### src/core/timer_map.svh
// register offsets, field positions, reset values and timing counts of the dual timer
`ifndef TIMER_MAP_SVH
`define TIMER_MAP_SVH
`define TMR_ADDR_W 4
`define TMR_OFS_CTRL0 4'h0
`define TMR_OFS_PRE0 4'h1
`define TMR_OFS_CMP0 4'h2
`define TMR_OFS_CNT0 4'h3
`define TMR_OFS_CTRL1 4'h4
`define TMR_OFS_PRE1 4'h5
`define TMR_OFS_CMP1 4'h6
`define TMR_OFS_CNT1 4'h7
`define TMR_OFS_STAT 4'h8
`define TMR_OFS_CLR 4'h9
`define TMR_OFS_IEN 4'hA
`define TMR_OFS_PIN 4'hB
`define TMR_CTRL_EN_BIT 0
`define TMR_CTRL_DIV16_BIT 1
`define TMR_CTRL_OCE_BIT 2
`define TMR_CTRL_TOG_BIT 3
`define TMR_CTRL_RST 4'h0
`define TMR_PRE_RST 8'h00
`define TMR_CMP_RST 16'hFFFF
`define TMR_DIV16_LAST 4'hF
`define TMR_BUS_DIV_LAST 1'h1
`define TMR_PIN_IDLE 1'h1
`endif

### src/core/timer_pkg.sv
// types shared by the dual timer modules
package timer_pkg;
  typedef struct packed {
    logic toggle;
    logic out_en;
    logic div16;
    logic enable;
  } tmr_ctrl_t;

  typedef struct packed {
    tmr_ctrl_t ctrl;
    logic [7:0] prescale;
    logic [15:0] compare;
  } tmr_cfg_t;

  typedef struct packed {
    logic [15:0] count;
    logic match;
  } tmr_stat_t;
endpackage

### src/core/tick_divider.sv
// bus clock enable and per-timer clock select with 8-bit prescaler
`timescale 1ns/1ps
`include "timer_map.svh"
module tick_divider (
  input wire logic clk,
  input wire logic rst,
  input wire logic bus_tick,
  input wire logic enable,
  input wire logic div16,
  input wire logic [7:0] prescale,
  output logic tick
);
  typedef struct packed {
    logic [3:0] div;
    logic [7:0] pre;
    logic tick;
  } state_t;
  state_t s_reg;
  state_t s_next;
  logic src;

  always_comb
  begin
    s_next = s_reg;
    s_next.tick = 1'b0;
    src = 1'b0;
    if (!enable)
    begin
      s_next.div = 4'h0;
      s_next.pre = 8'h00;
    end
    else if (bus_tick)
    begin
      s_next.div = s_reg.div + 4'h1;
      src = !div16 || (s_reg.div == `TMR_DIV16_LAST);
      if (src)
      begin
        // prescale value n divides by n+1 so zero means straight through
        if (s_reg.pre >= prescale)
        begin
          s_next.pre = 8'h00;
          s_next.tick = 1'b1;
        end
        else
        begin
          s_next.pre = s_reg.pre + 8'h01;
        end
      end
    end
  end

  always_ff @(posedge clk)
  begin
    if (rst)
    begin
      s_reg <= '0;
    end
    else
    begin
      s_reg <= s_next;
    end
  end

  assign tick = s_reg.tick;
endmodule

### src/core/compare_unit.sv
// free-running 16-bit counter with compare match detection
`timescale 1ns/1ps
module compare_unit (
  input wire logic clk,
  input wire logic rst,
  input wire logic tick,
  input wire logic [15:0] compare,
  input wire logic cnt_clear,
  output timer_pkg::tmr_stat_t stat
);
  typedef struct packed {
    logic [15:0] count;
    logic match;
  } state_t;
  state_t s_reg;
  state_t s_next;

  always_comb
  begin
    s_next = s_reg;
    s_next.match = 1'b0;
    if (cnt_clear)
    begin
      s_next.count = 16'h0000;
    end
    else if (tick)
    begin
      // wraps from FFFF to 0000 without stopping
      s_next.count = s_reg.count + 16'h0001;
      s_next.match = (s_next.count == compare);
    end
  end

  always_ff @(posedge clk)
  begin
    if (rst)
    begin
      s_reg <= '0;
    end
    else
    begin
      s_reg <= s_next;
    end
  end

  assign stat = {s_reg.count, s_reg.match};
endmodule

### src/core/dual_timer.sv
// two free-running compare timers with register port, interrupt and output pin
//
// Summary of operation
// two independent timers each hold a 16-bit counter advancing on every prescaled tick.
// a counter equal to its compare value raises an interrupt and/or the output pin event.
// only the first timer drives the compare output pin; the second only interrupts.
// each timer divides its selected clock by a programmable 8-bit prescale value plus one.
// the timer clock is the bus clock (half the system clock) divided by 1 or by 16.
// on a match the pin either emits a one-tick active-low pulse or toggles its level.
// each counter wraps from its maximum to zero and keeps counting by itself.
`timescale 1ns/1ps
`include "timer_map.svh"
module dual_timer (
  input wire logic SYS_CLK,
  input wire logic RST,
  input wire logic [3:0] ADDR,
  input wire logic [15:0] WDATA,
  input wire logic WR,
  input wire logic RD,
  output logic [15:0] RDATA,
  output logic IRQ,
  output logic COMPARE_OUTPUT_PIN
);
  typedef struct packed {
    timer_pkg::tmr_cfg_t [1:0] cfg;
    logic [1:0] status;
    logic [1:0] irq_en;
    logic bus_tick;
    logic pin;
    logic pulse_on;
    logic irq;
    logic [15:0] rdata;
  } state_t;

  state_t s_reg;
  state_t s_next;
  logic [1:0] tick;
  logic [1:0] cnt_clear;
  timer_pkg::tmr_stat_t [1:0] stat;

  genvar g;
  generate
    for (g = 0; g < 2; g++)
    begin : timer
      tick_divider div_i (
        .clk(SYS_CLK),
        .rst(RST),
        .bus_tick(s_reg.bus_tick),
        .enable(s_reg.cfg[g].ctrl.enable),
        .div16(s_reg.cfg[g].ctrl.div16),
        .prescale(s_reg.cfg[g].prescale),
        .tick(tick[g])
      );
      compare_unit cmp_i (
        .clk(SYS_CLK),
        .rst(RST),
        .tick(tick[g]),
        .compare(s_reg.cfg[g].compare),
        .cnt_clear(cnt_clear[g]),
        .stat(stat[g])
      );
    end
  endgenerate

  // a write to a count register restarts that counter from zero
  assign cnt_clear = {WR && (ADDR == `TMR_OFS_CNT1), WR && (ADDR == `TMR_OFS_CNT0)};

  always_comb
  begin
    s_next = s_reg;
    s_next.rdata = 16'h0000;
    // bus clock runs at half the system clock
    s_next.bus_tick = !s_reg.bus_tick;
    if (WR)
    begin
      case (ADDR)
        `TMR_OFS_CTRL0: s_next.cfg[0].ctrl = WDATA[3:0];
        `TMR_OFS_PRE0: s_next.cfg[0].prescale = WDATA[7:0];
        `TMR_OFS_CMP0: s_next.cfg[0].compare = WDATA;
        `TMR_OFS_CTRL1: s_next.cfg[1].ctrl = {2'b00, WDATA[1:0]};
        `TMR_OFS_PRE1: s_next.cfg[1].prescale = WDATA[7:0];
        `TMR_OFS_CMP1: s_next.cfg[1].compare = WDATA;
        `TMR_OFS_IEN: s_next.irq_en = WDATA[1:0];
        default: s_next.irq_en = s_reg.irq_en;
      endcase
    end
    if (WR && ADDR == `TMR_OFS_CLR)
    begin
      s_next.status = s_reg.status & ~WDATA[1:0];
    end
    // set wins over a clear in the same cycle
    s_next.status = s_next.status | {stat[1].match, stat[0].match};
    if (RD)
    begin
      case (ADDR)
        `TMR_OFS_CTRL0: s_next.rdata = {12'h000, s_reg.cfg[0].ctrl};
        `TMR_OFS_PRE0: s_next.rdata = {8'h00, s_reg.cfg[0].prescale};
        `TMR_OFS_CMP0: s_next.rdata = s_reg.cfg[0].compare;
        `TMR_OFS_CNT0: s_next.rdata = stat[0].count;
        `TMR_OFS_CTRL1: s_next.rdata = {12'h000, s_reg.cfg[1].ctrl};
        `TMR_OFS_PRE1: s_next.rdata = {8'h00, s_reg.cfg[1].prescale};
        `TMR_OFS_CMP1: s_next.rdata = s_reg.cfg[1].compare;
        `TMR_OFS_CNT1: s_next.rdata = stat[1].count;
        `TMR_OFS_STAT: s_next.rdata = {14'h0000, s_reg.status};
        `TMR_OFS_IEN: s_next.rdata = {14'h0000, s_reg.irq_en};
        `TMR_OFS_PIN: s_next.rdata = {15'h0000, s_reg.pin};
        default: s_next.rdata = 16'h0000;
      endcase
    end
    // pulse lasts one timer tick so it scales with the chosen rate
    if (s_reg.pulse_on && tick[0])
    begin
      s_next.pulse_on = 1'b0;
      s_next.pin = `TMR_PIN_IDLE;
    end
    if (!s_reg.cfg[0].ctrl.out_en)
    begin
      s_next.pin = `TMR_PIN_IDLE;
      s_next.pulse_on = 1'b0;
    end
    else if (stat[0].match)
    begin
      if (s_reg.cfg[0].ctrl.toggle)
      begin
        s_next.pin = !s_reg.pin;
        s_next.pulse_on = 1'b0;
      end
      else
      begin
        s_next.pin = 1'b0;
        s_next.pulse_on = 1'b1;
      end
    end
    s_next.irq = |(s_next.status & s_next.irq_en);
  end

  always_ff @(posedge SYS_CLK)
  begin
    if (RST)
    begin
      for (int i = 0; i < 2; i++)
      begin
        s_reg.cfg[i].ctrl <= `TMR_CTRL_RST;
        s_reg.cfg[i].prescale <= `TMR_PRE_RST;
        s_reg.cfg[i].compare <= `TMR_CMP_RST;
      end
      s_reg.status <= 2'h0;
      s_reg.irq_en <= 2'h0;
      s_reg.bus_tick <= 1'b0;
      s_reg.pin <= `TMR_PIN_IDLE;
      s_reg.pulse_on <= 1'b0;
      s_reg.irq <= 1'b0;
      s_reg.rdata <= 16'h0000;
    end
    else
    begin
      s_reg <= s_next;
    end
  end

  assign RDATA = s_reg.rdata;
  assign IRQ = s_reg.irq;
  assign COMPARE_OUTPUT_PIN = s_reg.pin;
endmodule

### config.mk
export PLATFORM = sky130hd
export DESIGN_NAME = dual_timer
export DESIGN_NICKNAME = d
export VERILOG_FILES = /design/src/core/timer_pkg.sv /design/src/core/tick_divider.sv /design/src/core/compare_unit.sv /design/src/core/dual_timer.sv
export VERILOG_INCLUDE_DIRS = /design/src /design/src/core
export SDC_FILE = /design/constraint.sdc
export NUM_CORES = 1
export LEC_CHECK = 0
export BUFFER_PORTS_ARGS = -buffer_cell sky130_fd_sc_hd__buf_2
export CORE_MARGIN = 2
export CORE_UTILIZATION = 61
export CTS_CLUSTER_SIZE = 28
export DETAILED_ROUTE_END_ITERATION = 8
export GPL_TIMING_DRIVEN = 0
export PLACE_DENSITY = 0.87
export SLEW_MARGIN = 30
export SYNTH_ARGS = -nofsm -noshare
export SYNTH_HDL_FRONTEND = slang
export SYNTH_SLANG_ARGS = --single-unit
### constraint.sdc
create_clock -name SYS_CLK -period 3.13 [get_ports SYS_CLK]
set_input_delay 0.1565 -clock SYS_CLK [delete_from_list [all_inputs] [get_ports SYS_CLK]]
set_output_delay 0.1565 -clock SYS_CLK [all_outputs]
set_load 0.005 [all_outputs]
After elaboration in Yosys (flattened, before gate mapping) --
Cells that the tools add are included. Widths: inputs -> output; s select.
Word-level totals: register bits 138, latch bits 0, RAM bits 0, bits in read-only memories 0, bits of input ports 24, output and inout port bits 18, memories kept 0
Operators by class: $add $sub $neg 6, multiply operators 0, divide/modulo/power cells 0, order comparisons 2, eq/ne operators 15, shift operators 0, muxes and demuxes 11, bitwise logic cells 13, reductions and logical operators 31
Operators with widths (number):
- $pmux 16 s11 | 1
- $add 16x1->16 const B | 2
- $eq 16x16->1 | 2
- $eq 4x4->1 const B | 6
- $add 8x1->8 const B | 2
- $eq 4x3->1 const B | 4
- $ge 8x8->1 | 2
- $mux 8 | 2
- $reduce_and 2->1 | 8
- $reduce_or 2->1 | 7
- $mux 2 | 6
- $not 1->1 | 9
- $add 4x1->4 const B | 2
- $eq 4x2->1 const B | 2
- $reduce_or 4->1 | 2
- $reduce_or 3->1 | 2
- $and 2x2->2 | 2
- $eq 4x1->1 const B | 1
- $logic_and 1x1->1 | 4
- $logic_not 1->1 | 4
- $logic_not 4->1 | 1
- $logic_or 1x1->1 | 2
- $mux 1 | 2
- $not 2->2 | 1
- 2 further kinds | 2

Longest topological paths before layout --
Gate-level depths: netlist (run 1).
depth in word-level cells 6, gate-level depth with buffers 9, gate-level depth less buffers 8

Cells and area by module --
Synthesis (run 1) repeated with hierarchy kept, for this count alone.
Second synthesis, totals: cells, all modules 936, area, all modules 7911.3 um^2
By module, submodules not included:
- dual_timer | times used 1, cells each 400, area an instance 3582.2 um^2, sequential area each 1561.5 um^2
- compare_unit | times used 2, cells each 163, area an instance 1327.5 um^2, sequential area each 340.3 um^2
- tick_divider | times used 2, cells each 105, area an instance 837.1 um^2, sequential area each 260.2 um^2

Worst setup path before layout (run 1) --
No wires, ideal clock.
path kind register to register, start reg timer[1].cmp_i.s_reg, in the netlist timer[1].cmp_i.stat[2], end reg timer[1].cmp_i.s_reg, in the netlist timer[1].cmp_i.stat[0], setup time 103 ps, arrival 2121 ps, required time 3027 ps, setup slack 906 ps, stages on the path, launching flop included 8, path buffers 0, cell sequence dfxtp_1 -> ha_1 -> nand3_1 -> nor4_1 -> xnor2_1 -> nand4_1 -> or4_1 -> a2111oi_2
On the way: cells in the longest elaborated chain, start to end 2
RTL lines:
- start: declaration | line compare_unit.sv:15 | state_t s_reg;
- start signal: assignment | line compare_unit.sv:42 | s_reg <= s_next;
- $add 16x1->16 | line compare_unit.sv:29 | s_next.count = s_reg.count + 16'h0001;
- $eq 16x16->1 | line compare_unit.sv:30 | s_next.match = (s_next.count == compare);
No other way between the ends. A chain may end at the register's enable or synchronous reset.

Worst setup path after layout (run 1) --
start reg timer[0].cmp_i.s_reg, in the netlist timer[0].cmp_i.stat[1], end reg timer[0].cmp_i.s_reg, in the netlist timer[0].cmp_i.stat[0]
On the way: cells in the longest elaborated chain, start to end 2
RTL lines (line):
- start: declaration | compare_unit.sv:15
- start signal: assignment | compare_unit.sv:42
- $add 16x1->16 | compare_unit.sv:29
- $eq 16x16->1 | compare_unit.sv:30
No other way between the ends.

==> summary.md, run 1 <==
| Metric | Value |
|---|---|
| DRC viols | `0` |
| Max VDD drop | `0.4522 mV` |
| #FFs+latches synth | `138` |
| Sequential share of the synthesized area | `37.89%` |
| Reg power frac | `46.0%` |
| Leakage power | `3.106 nW` |
| Hold wc startpoint | `WDATA[4]` |
| Cells on Worst Hold Path | `3` |
| Mapped Nets | `934` |
| Via count | `6712` |
| Fmax | `0.3372 GHz` |
| Tmin final | `2.966 ns` |
| Non-filler cells, final | `1109` |
| Avg Cell Area, Syn | `8.210 µm²` |
| RR Startpoint | `timer[0].cmp_i.stat[1]` |
| Critical-path top delay cell | `a2111oi_1` |
| Sw power | `0.8878 mW` |
| Row count | `39` |
| Largest family of logic cells by synthesized area | `simple AND/OR/NAND/NOR gates` |
| Total GRT Usage | `31.27%` |
| Fraction of synthesized cell area in xor and xnor cells | `10.57%` |
| Clk_lat worst skew | `0.42 ns` |
| Critical Path Source | `timer[0].cmp_i.stat[1]` |
| Cell area after synthesis | `0.007291 mm²` |
| Post CTS Setup Buffer Count | `0` |
| First-pass GRT wire length | `31550 µm` |
| Nets | `999` |
| Die area | `0.01284 mm²` |
| H-Tree Depth | `4` |
| Vias in the first global route | `6260` |
| Die Y-Extent | `113.3 µm` |
| Maxcap violations | `0` |
| Proportion of synthesized area in mux cells | `2.746%` |
| Setup-failing EPs final | `0` |
| Count of pins over their slew limit | `0` |
| Area Growth Syn to Fin | `13.75%` |
| Compound-Gate Fraction of Synth Area | `12.60%` |
| Yosys cell types | `59` |
| Clock Sinks | `138` |
| Combinational share of power | `5.7%` |
| Cell count after synthesis | `888` |
| Slowest stage delay, CP | `0.56 ns` |
| Initial drt markers | `799` |
| Hold Crit Class | `primary input to register` |
| Yosys warning total | `0` |
| Root buf cell | `clkbuf_16` |
| Max FFs per register | `60` |
| RSZ-0062 raised after global routing | `false` |
| RePlAce Congestion | `0.9785` |
| Setup_tns | `0 ns` |
| Drt first pass iters | `5` |
| Share of cells above drive strength 1 | `9.938%` |
| Commonest register cell after synthesis | `dfxtp_1` |
| Power per cell area | `469.7 mW/mm²` |
| CTS buffer count | `17` |
| ANT nets after route | `0` |
| Final HPWL DP | `13690 µm` |
| Post-synthesis simple-gate area fraction | `26.27%` |
| Initial Utilization | `63.04%` |
| Ys async rst share | `0%` |
| Fin. Hold Viols | `0` |
| Drt total wl | `19320 µm` |
| Vias per cell | `6.052` |
| Max clock buf depth | `2` |
| Inst Count DP | `1069` |
| Internal power | `3.008 mW` |
| Normalized max-slew margin | `43.12%` |
| Status | `finished, final reports clean` |
| Length in cells of the worst reg-to-reg path | `8` |
| Post-synthesis adder-cell area fraction | `3.776%` |
| Crit path required time | `3.38 ns` |
| Port bufs | `38` |
| Critical Path Fanout Max | `10` |
| Initial antenna violation count | `1` |
| Wire per inst | `17.42 µm` |
| Util after Layout | `71.71%` |
| Slew @ Worst Pin | `0.8468 ns` |
| Clock share of power | `48.3%` |
| IO Count | `42` |
| Width of the die | `113.3 µm` |
| N_diodes | `0` |
| Total grt overflow | `0` |
| Crit path DAT | `3.22 ns` |
| CP startpoint kind | `register` |
| Cell Chain, Critical Path | `ha_1, clkbuf_1, nand2_1, nor3b_1, xnor2_1, a2111oi_1, nand4_1, a2111oi_1` |
| Worst-path clk slew | `0.06 ns` |
| Critical Path End Type | `register` |
| Cell mode on critical path | `a2111oi_1` |
| Core region area | `0.01156 mm²` |
| CTS tree | `built` |
| Crit Path Class | `register to register` |
| EDFF count, synth | `0` |
| Pin count of the biggest net entering global routing | `17` |
| Pwr Total | `3.895 mW` |
| Final clock skew | `0.008359 ns` |
| Period utilization | `94.75%` |
| Sw frac | `22.79%` |
## cells by family (layout without fill, tap and decap cells)
group                      Yosys count  after routing
xor gates and xnor gates            88             88
adders and majority gates           22             22
DFF                                138            138
and+or+nand+nor                    386            386
muxes                               20             20
AOI/OAI and AO/OA                  136            136
buffers and inverters               98            176
## routing by layer
metal,vias up,routed length (µm),track usage (%)
met3,76,1895,8.945
met4,2,648,12.36
met1,3114,8113,41.05
met2,307,8643,48.82
li1,3213,-,-
met5,-,17,0
## worst max-delay path, delay by kind of cell, from the launching register on
kind	cells	cell delay [ns]
xor gates and xnor gates	1	0.11
AOI/OAI and AO/OA	2	1.09
adders and majority gates	1	0.20
buffers and inverters	1	0.38
DFF	1	0.44
and+or+nand+nor	3	0.57
## path summary, 6_finish.rpt
path                            end  slack, ns
max          timer[0].cmp_i.stat[0]       0.16
min                       s_reg[72]       0.06
max reg2reg  timer[0].cmp_i.stat[0]       0.16
min reg2reg               s_reg[70]       0.49
## timing repair
item / in CTS / in global routing
setup endpoints to repair: 0 / 1
hold endpoints to repair: 16 / 0
hold buffers: 8 / 0
resized for setup: 0 / 1
## through the flow
stage / worst slack, ns / hold WS [ns] / cell area (µm²)
3_5_place_dp: 0.2560 / 0.3856 / 7660
4_1_cts: 0.1701 / 0.03793 / 8292
2_1_floorplan: 0.9060 / 0.2773 / 7291
6_report: 0.1642 / 0.05575 / 8293
5_1_grt: 0.06860 / 0.04730 / 8293
3_3_place_gp: 0.2231 / 0.3835 / 7660
## power groups by stage
| stage | Combinational, mW | Sequential, mW | Clock [mW] |
|---|---|---|---|
| CTS | 0.212 | 1.79 | 1.89 |
| global route | 0.238 | 1.79 | 1.96 |
| floorplan | 0.134 | 1.82 | 0 |
| detailed placement | 0.202 | 1.83 | 0 |
| finish | 0.221 | 1.79 | 1.88 |
| global placement | 0.200 | 1.83 | 0 |
## layout make-up
| class | count | area (µm²) |
|---|---|---|
| Tap cell | 143 | 178.9 |
| Inverter | 23 | 86.33 |
| Timing Repair Buffer | 46 | 270.3 |
| Clock buffer | 25 | 485.5 |
| Clock inverter | 7 | 66.31 |
| Buffer | 75 | 361.6 |
| Multi-Input combinational cell | 652 | 4081 |
| Fill cell | 910 | 3272 |
| Sequential cell | 138 | 2763 |
## Yosys cell counts (4+ instances only)
cell / instances / share of area (%)
a21o_1: 5 / 0.51
nor2_1: 70 / 3.6
and3_1: 7 / 0.60
clkbuf_1: 48 / 2.5
xnor2_1: 47 / 5.6
or3_1: 7 / 0.60
a21oi_1: 47 / 3.2
nand2b_1: 11 / 0.94
ha_1: 22 / 3.8
o21ai_0: 17 / 1.2
a22oi_1: 28 / 2.9
nand2_1: 125 / 6.4
nand3b_1: 35 / 3.6
a221oi_1: 4 / 0.48
nor2b_1: 11 / 0.94
a222oi_1: 4 / 0.55
buf_2: 6 / 0.41
nand3_1: 44 / 3.0
nor3_1: 25 / 1.7
mux2i_1: 20 / 2.7
xor2_1: 41 / 4.9
buf_4: 17 / 1.8
nand4_1: 28 / 2.4
inv_1: 23 / 1.2
and2_1: 4 / 0.34
dfxtp_1: 138 / 38
a31oi_1: 9 / 0.77
## placed cells by master (no fill, tap or decap), types with 5 or more instances in the layout
cell           instances
nand2_1              125
nand4_1               28
dfxtp_1              138
a21o_1                 5
o21ai_0               17
nor2b_1               11
buf_2                 44
xnor2_1               47
dlygate4sd3_1          8
nand3_1               44
ha_1                  22
inv_1                 23
nand2b_1              11
mux2i_1               20
buf_4                 17
nand3b_1              35
nor2_1                70
a21oi_1               47
a31oi_1                9
and3_1                 7
nor3_1                25
clkbuf_16             17
clkbuf_1              53
a22oi_1               28
or3_1                  7
xor2_1                41
Note: power is estimated with default switching activity, not from simulation.
==> run 2, diff against run 1 <==
--- a/config.mk
+++ b/config.mk
@@ -9,10 +9,10 @@
 export BUFFER_PORTS_ARGS = -buffer_cell sky130_fd_sc_hd__buf_2
 export CORE_MARGIN = 2
 export CORE_UTILIZATION = 61
-export CTS_CLUSTER_SIZE = 28
+export CTS_CLUSTER_SIZE = 20
 export DETAILED_ROUTE_END_ITERATION = 8
 export GPL_TIMING_DRIVEN = 0
-export PLACE_DENSITY = 0.87
+export PLACE_DENSITY = 0.78
 export SLEW_MARGIN = 30
 export SYNTH_ARGS = -nofsm -noshare
 export SYNTH_HDL_FRONTEND = slang
==> run 2 against run 1 <==
Net effect:
- total power increased by 9.1%
- worst hold slack got worse by 0.013 ns
- global-route usage increased by 1.1 points
- non-clock buffer count decreased by 1
- utilization increased by 0.96 points
- final cell count about the same
- maximum frequency increased by 1.9%
- sequential share of layout area decreased by 0.44 points
- count of clock-buffer cells in the layout decreased by 4
- routed wire length increased by 3.4%
- critical path type unchanged
- critical endpoint unchanged
==> summary.md, run 2 (same netlist as run 1, synthesis figures left out) <==
| Metric | Value |
|---|---|
| Vias in the first global route | `6763` |
| Crit path required time | `3.41 ns` |
| Vias per cell | `6.048` |
| Pin count of the biggest net entering global routing | `17` |
| Cells on Worst Hold Path | `3` |
| Count of pins over their slew limit | `0` |
| Inst Count DP | `1069` |
| Hold EP | `s_reg[75]` |
| Nets | `998` |
| Cell Chain, Critical Path | `ha_1, nand2_1, nor3b_1, xnor2_1, a2111oi_1, nand4_1, a2111oi_2` |
| Max FFs per register | `60` |
| Leakage power | `3.150 nW` |
| Max VDD drop | `0.5837 mV` |
| First-pass GRT wire length | `32710 µm` |
| IO Count | `42` |
| Final clock skew | `0.008644 ns` |
| Share of cells above drive strength 1 | `10.47%` |
| Worst R2R Setup Slack | `0.22 ns` |
| Period utilization | `92.95%` |
| Initial Utilization | `63.04%` |
| Area Growth Syn to Fin | `15.27%` |
| N_diodes | `0` |
| Critical-path top delay cell | `dfxtp_1` |
| Die area | `0.01284 mm²` |
| Initial drt markers | `620` |
| Hold Crit Class | `primary input to register` |
| Util after Layout | `72.67%` |
| Hold wc startpoint | `WDATA[7]` |
| CTS buffer count | `17` |
| Crit path DAT | `3.19 ns` |
| Die Y-Extent | `113.3 µm` |
| Initial antenna violation count | `0` |
| Fmax | `0.3437 GHz` |
| Drt total wl | `19980 µm` |
| DRC viols | `0` |
| H-Tree Depth | `4` |
| Crit Path Class | `register to register` |
| Root buf cell | `clkbuf_16` |
| Slowest stage delay, CP | `0.53 ns` |
| Worst-path clk slew | `0.06 ns` |
| Port bufs | `38` |
| Status | `finished, final reports clean` |
| RSZ-0062 raised after global routing | `false` |
| Normalized max-slew margin | `36.47%` |
| Slew @ Worst Pin | `0.9456 ns` |
| Clk_lat worst skew | `0.43 ns` |
| RR Endpoint | `timer[0].cmp_i.stat[0]` |
| Total grt overflow | `0` |
| Fin. Hold Viols | `0` |
| Leading cell type in the layout, fill and taps excluded | `dfxtp_1` |
| Pwr Total | `4.250 mW` |
| Max clock buf depth | `2` |
| Final HPWL DP | `14810 µm` |
| CP startpoint kind | `register` |
| Via count | `6701` |
| RR Startpoint | `timer[0].cmp_i.stat[1]` |
| Power per cell area | `505.7 mW/mm²` |
| Non-filler cells, final | `1108` |
| Tmin final | `2.909 ns` |
| Critical Path Fanout Max | `11` |
| Critical Path End Type | `register` |
| Row count | `39` |
| Setup_tns | `0 ns` |
| Setup-failing EPs final | `0` |
| ANT nets after route | `0` |
| Post CTS Setup Buffer Count | `0` |
| Wire per inst | `18.03 µm` |
| Width of the die | `113.3 µm` |
| Clock Sinks | `138` |
| RePlAce Congestion | `0.9619` |
| Drt first pass iters | `5` |
| Maxcap violations | `0` |
| Core region area | `0.01156 mm²` |
| Length in cells of the worst reg-to-reg path | `7` |
| Most frequent cells in the layout | `dfxtp_1, nand2_1, nor2_1` |
| Total GRT Usage | `32.35%` |
| CTS tree | `built` |
-- run 2: cell count changes in the layout (fill, tap and decap cells not counted) --
cell,previous run,this run
clkbuf_1,53,48
clkinvlp_4,1,3
bufinv_16,1,5
a2111oi_1,2,1
clkinv_2,4,2
a2111oi_2,1,2
-- run 2: cell type report --
type                       instances  area [µm²]
clock inverter                    11       191.4
tap                              143       178.9
timing repair buffer              46       270.3
fill                             895        3161
buffer                            74       357.8
clock buffer                      21       470.5
sequential                       138        2763
multi-input combinational        652        4086
inverter                          23       86.33
-- run 2: through the flow --
step                      hold slack (ns)  setup WS (ns)  cell area [µm²]
after floorplan                    0.2773         0.9060             7291
after global placement             0.3925        0.04484             7660
after detailed placement           0.4023        0.01008             7660
after CTS                         0.02468        0.08840             8407
after global routing              0.02608        0.09359             8404
final                             0.04290         0.2206             8404
-- run 2: worst max-delay path by stage --
stage,depth (start not counted),to,start
2_1_floorplan,7,timer[1].cmp_i.stat[0],timer[1].cmp_i.stat[2]
3_3_place_gp,8,timer[0].cmp_i.stat[0],timer[0].cmp_i.stat[1]
3_5_place_dp,8,timer[0].cmp_i.stat[0],timer[0].cmp_i.stat[1]
4_1_cts,8,timer[0].cmp_i.stat[0],timer[0].cmp_i.stat[1]
5_1_grt,7,timer[0].cmp_i.stat[0],timer[0].cmp_i.stat[1]
6_report,7,timer[0].cmp_i.stat[0],timer[0].cmp_i.stat[1]
-- run 2: where the power goes --
part,switching [mW],leakage [nW],internal [mW]
sequential,0.0179,1.11,1.77
combinational,0.136,1.72,0.0820
clock,0.766,0.315,1.47
total,0.920,3.15,3.33
-- run 2: worst max-delay path: cells and delay by family (launching register included) --
family,cells,cell delay (ns)
DFF,1,0.53
xor gates and xnor gates,1,0.11
adders and majority gates,1,0.48
and+or+nand+nor,3,0.62
AOI/OAI and AO/OA,2,1.03
-- run 2: repair_timing --
item / in CTS / in global routing
setup endpoints to repair: 1 / 1
hold buffers: 8 / 0
gates cloned: 0 / 0
endpoints found under the hold margin: 16 / 0
gates resized for setup: 1 / 1
-- run 2: metal layers --
| metal | part of all wire [%] | routed length (µm) | GRT usage, % |
|---|---|---|---|
| met3 | 6.4 | 1283 | 7.445 |
| met1 | 41 | 8108 | 37.85 |
| met2 | 49 | 9791 | 55.65 |
| met5 | 0 | 0 | 0 |
| met4 | 4.0 | 798 | 16.18 |
==> run 3, diff against run 2 <==
--- a/config.mk
+++ b/config.mk
@@ -6,6 +6,7 @@
 export SDC_FILE = /design/constraint.sdc
 export NUM_CORES = 1
 export LEC_CHECK = 0
+export ABC_CLOCK_PERIOD_IN_PS = 3130
 export BUFFER_PORTS_ARGS = -buffer_cell sky130_fd_sc_hd__buf_2
 export CORE_MARGIN = 2
 export CORE_UTILIZATION = 61
@@ -13,6 +14,7 @@
 export DETAILED_ROUTE_END_ITERATION = 8
 export GPL_TIMING_DRIVEN = 0
 export PLACE_DENSITY = 0.78
+export RECOVER_POWER = 25
 export SLEW_MARGIN = 30
 export SYNTH_ARGS = -nofsm -noshare
 export SYNTH_HDL_FRONTEND = slang
==> constraint.sdc (replaced) <==
create_clock -name SYS_CLK -period 3.13 [get_ports SYS_CLK]
set_input_delay 0.626 -clock SYS_CLK [delete_from_list [all_inputs] [get_ports SYS_CLK]]
set_output_delay 0.626 -clock SYS_CLK [all_outputs]
set_load 0.005 [all_outputs]
==> run 3 against run 2 <==
Net effect:
- final cell count shrank 0.72%
- register-to-register slack gained 0.05 ns
- critical path depth is the same
- utilization shrank 0.92 points
- design area shrank 1.3%
- clock skew grew 0.00077 ns
==> summary.md, run 3 (same netlist as run 1, synthesis figures left out) <==
| Metric | Value |
|---|---|
| Fin. Hold Viols | `0` |
| Die area | `0.01284 mm²` |
| Setup_tns | `0 ns` |
| Via count | `6731` |
| Setup-failing EPs final | `0` |
| Port bufs | `38` |
| Non-filler cells, final | `1100` |
| Placed cell areas | `0.007660 mm²` |
| Drt total wl | `19850 µm` |
| CP startpoint kind | `register` |
| Design Area, Final | `0.008298 mm²` |
| Final clock skew | `0.009417 ns` |
| RSZ-0062 raised after global routing | `false` |
| Pin count of the biggest net entering global routing | `17` |
| First-pass GRT wire length | `32530 µm` |
| Max VDD drop | `0.5840 mV` |
| CTS buffer count | `17` |
| Count of pins over their slew limit | `0` |
| Max FFs per register | `60` |
| Hold wc startpoint | `WDATA[8]` |
| Area Growth Syn to Fin | `13.82%` |
| Total GRT Usage | `32.16%` |
| CTS tree | `built` |
| Crit Path Class | `register to register` |
| Core region area | `0.01156 mm²` |
| Inst Count DP | `1069` |
| RR Startpoint | `timer[0].cmp_i.stat[1]` |
| RePlAce Congestion | `0.9619` |
| H-Tree Depth | `4` |
| Util after Layout | `71.75%` |
| Initial drt markers | `631` |
| IO Count | `42` |
| ANT nets after route | `0` |
| Power per cell area | `510.7 mW/mm²` |
| Share of cells above drive strength 1 | `9.404%` |
| WL met2 | `9685 µm` |
| Tmin final | `2.864 ns` |
| Initial antenna violation count | `0` |
| Most frequent cells in the layout | `dfxtp_1, nand2_1, nor2_1` |
| Crit path required time | `3.42 ns` |
| Clock Sinks | `138` |
| Die Y-Extent | `113.3 µm` |
| N_diodes | `0` |
| Wire per inst | `18.05 µm` |
| Maxcap violations | `0` |
| Width of the die | `113.3 µm` |
| Status | `finished, final reports clean` |
| Leakage power | `3.070 nW` |
| Nets | `990` |
| Metal-1 WL | `8011 µm` |
| Total grt overflow | `0` |
| Met3 routed WL | `1361 µm` |
| Leading cell type in the layout, fill and taps excluded | `dfxtp_1` |
| Critical Path Fanout Max | `11` |
| Crit path DAT | `3.15 ns` |
| Drt first pass iters | `5` |
| Post CTS Setup Buffer Count | `0` |
| Hold buffers post-CTS | `0` |
| Row count | `39` |
| Initial Utilization | `63.04%` |
| Critical Path End Type | `register` |
| Root buf cell | `clkbuf_16` |
| DRC viols | `0` |
| Vias per cell | `6.119` |
| Clk_lat worst skew | `0.43 ns` |
| Worst-path clk slew | `0.06 ns` |
| Max clock buf depth | `2` |
| Slew @ Worst Pin | `0.9373 ns` |
| Topmost layer with routed signal wires | `met4` |
| Critical Path Source | `timer[0].cmp_i.stat[1]` |
| Vias in the first global route | `6693` |
| Hold Crit Class | `primary input to register` |
| Period utilization | `91.49%` |
| Fmax | `0.3492 GHz` |
| Normalized max-slew margin | `37.03%` |
| Final HPWL DP | `14810 µm` |
[run 3: per-layer routing]
layer  up-vias  track usage [%]
li1       3194                -
met1      3157            37.75
met2       301            55.01
met3        79            7.552
met4         0            16.18
met5         -                0
[run 3: path summary, 6_finish.rpt]
kind / endpoint / slack, ns / depth (start not counted)
worst max-delay path: timer[0].cmp_i.stat[0] / 0.27 / 7
worst min-delay path: s_reg[60] / 0.45 / 3
worst max register to register: timer[0].cmp_i.stat[0] / 0.27 / 7
worst min register to register: s_reg[23] / 0.48 / 2
[run 3: worst max-delay path, stage by stage, from the launching register on]
cell	delay (ns)
dfxtp_1	0.52
ha_1	0.47
nand2_1	0.12
nor3b_1	0.29
xnor2_1	0.11
a2111oi_1	0.51
nand4_1	0.19
a2111oi_2	0.50
[run 3: repair_timing]
action	CTS	global route
endpoints found under the setup margin	1	1
gates resized for setup	1	1
cloned	0	0
[run 3: cell type report]
class | count | area [µm²]
Multi-Input combinational cell | 652 | 4079
Timing Repair Buffer | 38 | 178.9
Sequential cell | 138 | 2763
Clock inverter | 11 | 191.4
Fill cell | 909 | 3267
Tap cell | 143 | 178.9
Inverter | 23 | 86.33
Buffer | 74 | 350.3
Clock buffer | 21 | 470.5
[run 3: per-stage QoR]
step	hold slack [ns]	total power [mW]	setup WS [ns]
2_1_floorplan	0.4242	1.957	0.8263
3_5_place_dp	0.4556	2.034	0.01008
6_report	0.4454	4.238	0.2663
5_1_grt	0.4417	4.355	0.09359
3_3_place_gp	0.4393	2.029	0.04484
4_1_cts	0.4231	4.253	0.08840
[run 3: power by group]
group	internal (mW)	total [mW]	switching [mW]
clock network	1.47	2.24	0.763
logic	0.0734	0.208	0.134
registers	1.77	1.79	0.0178
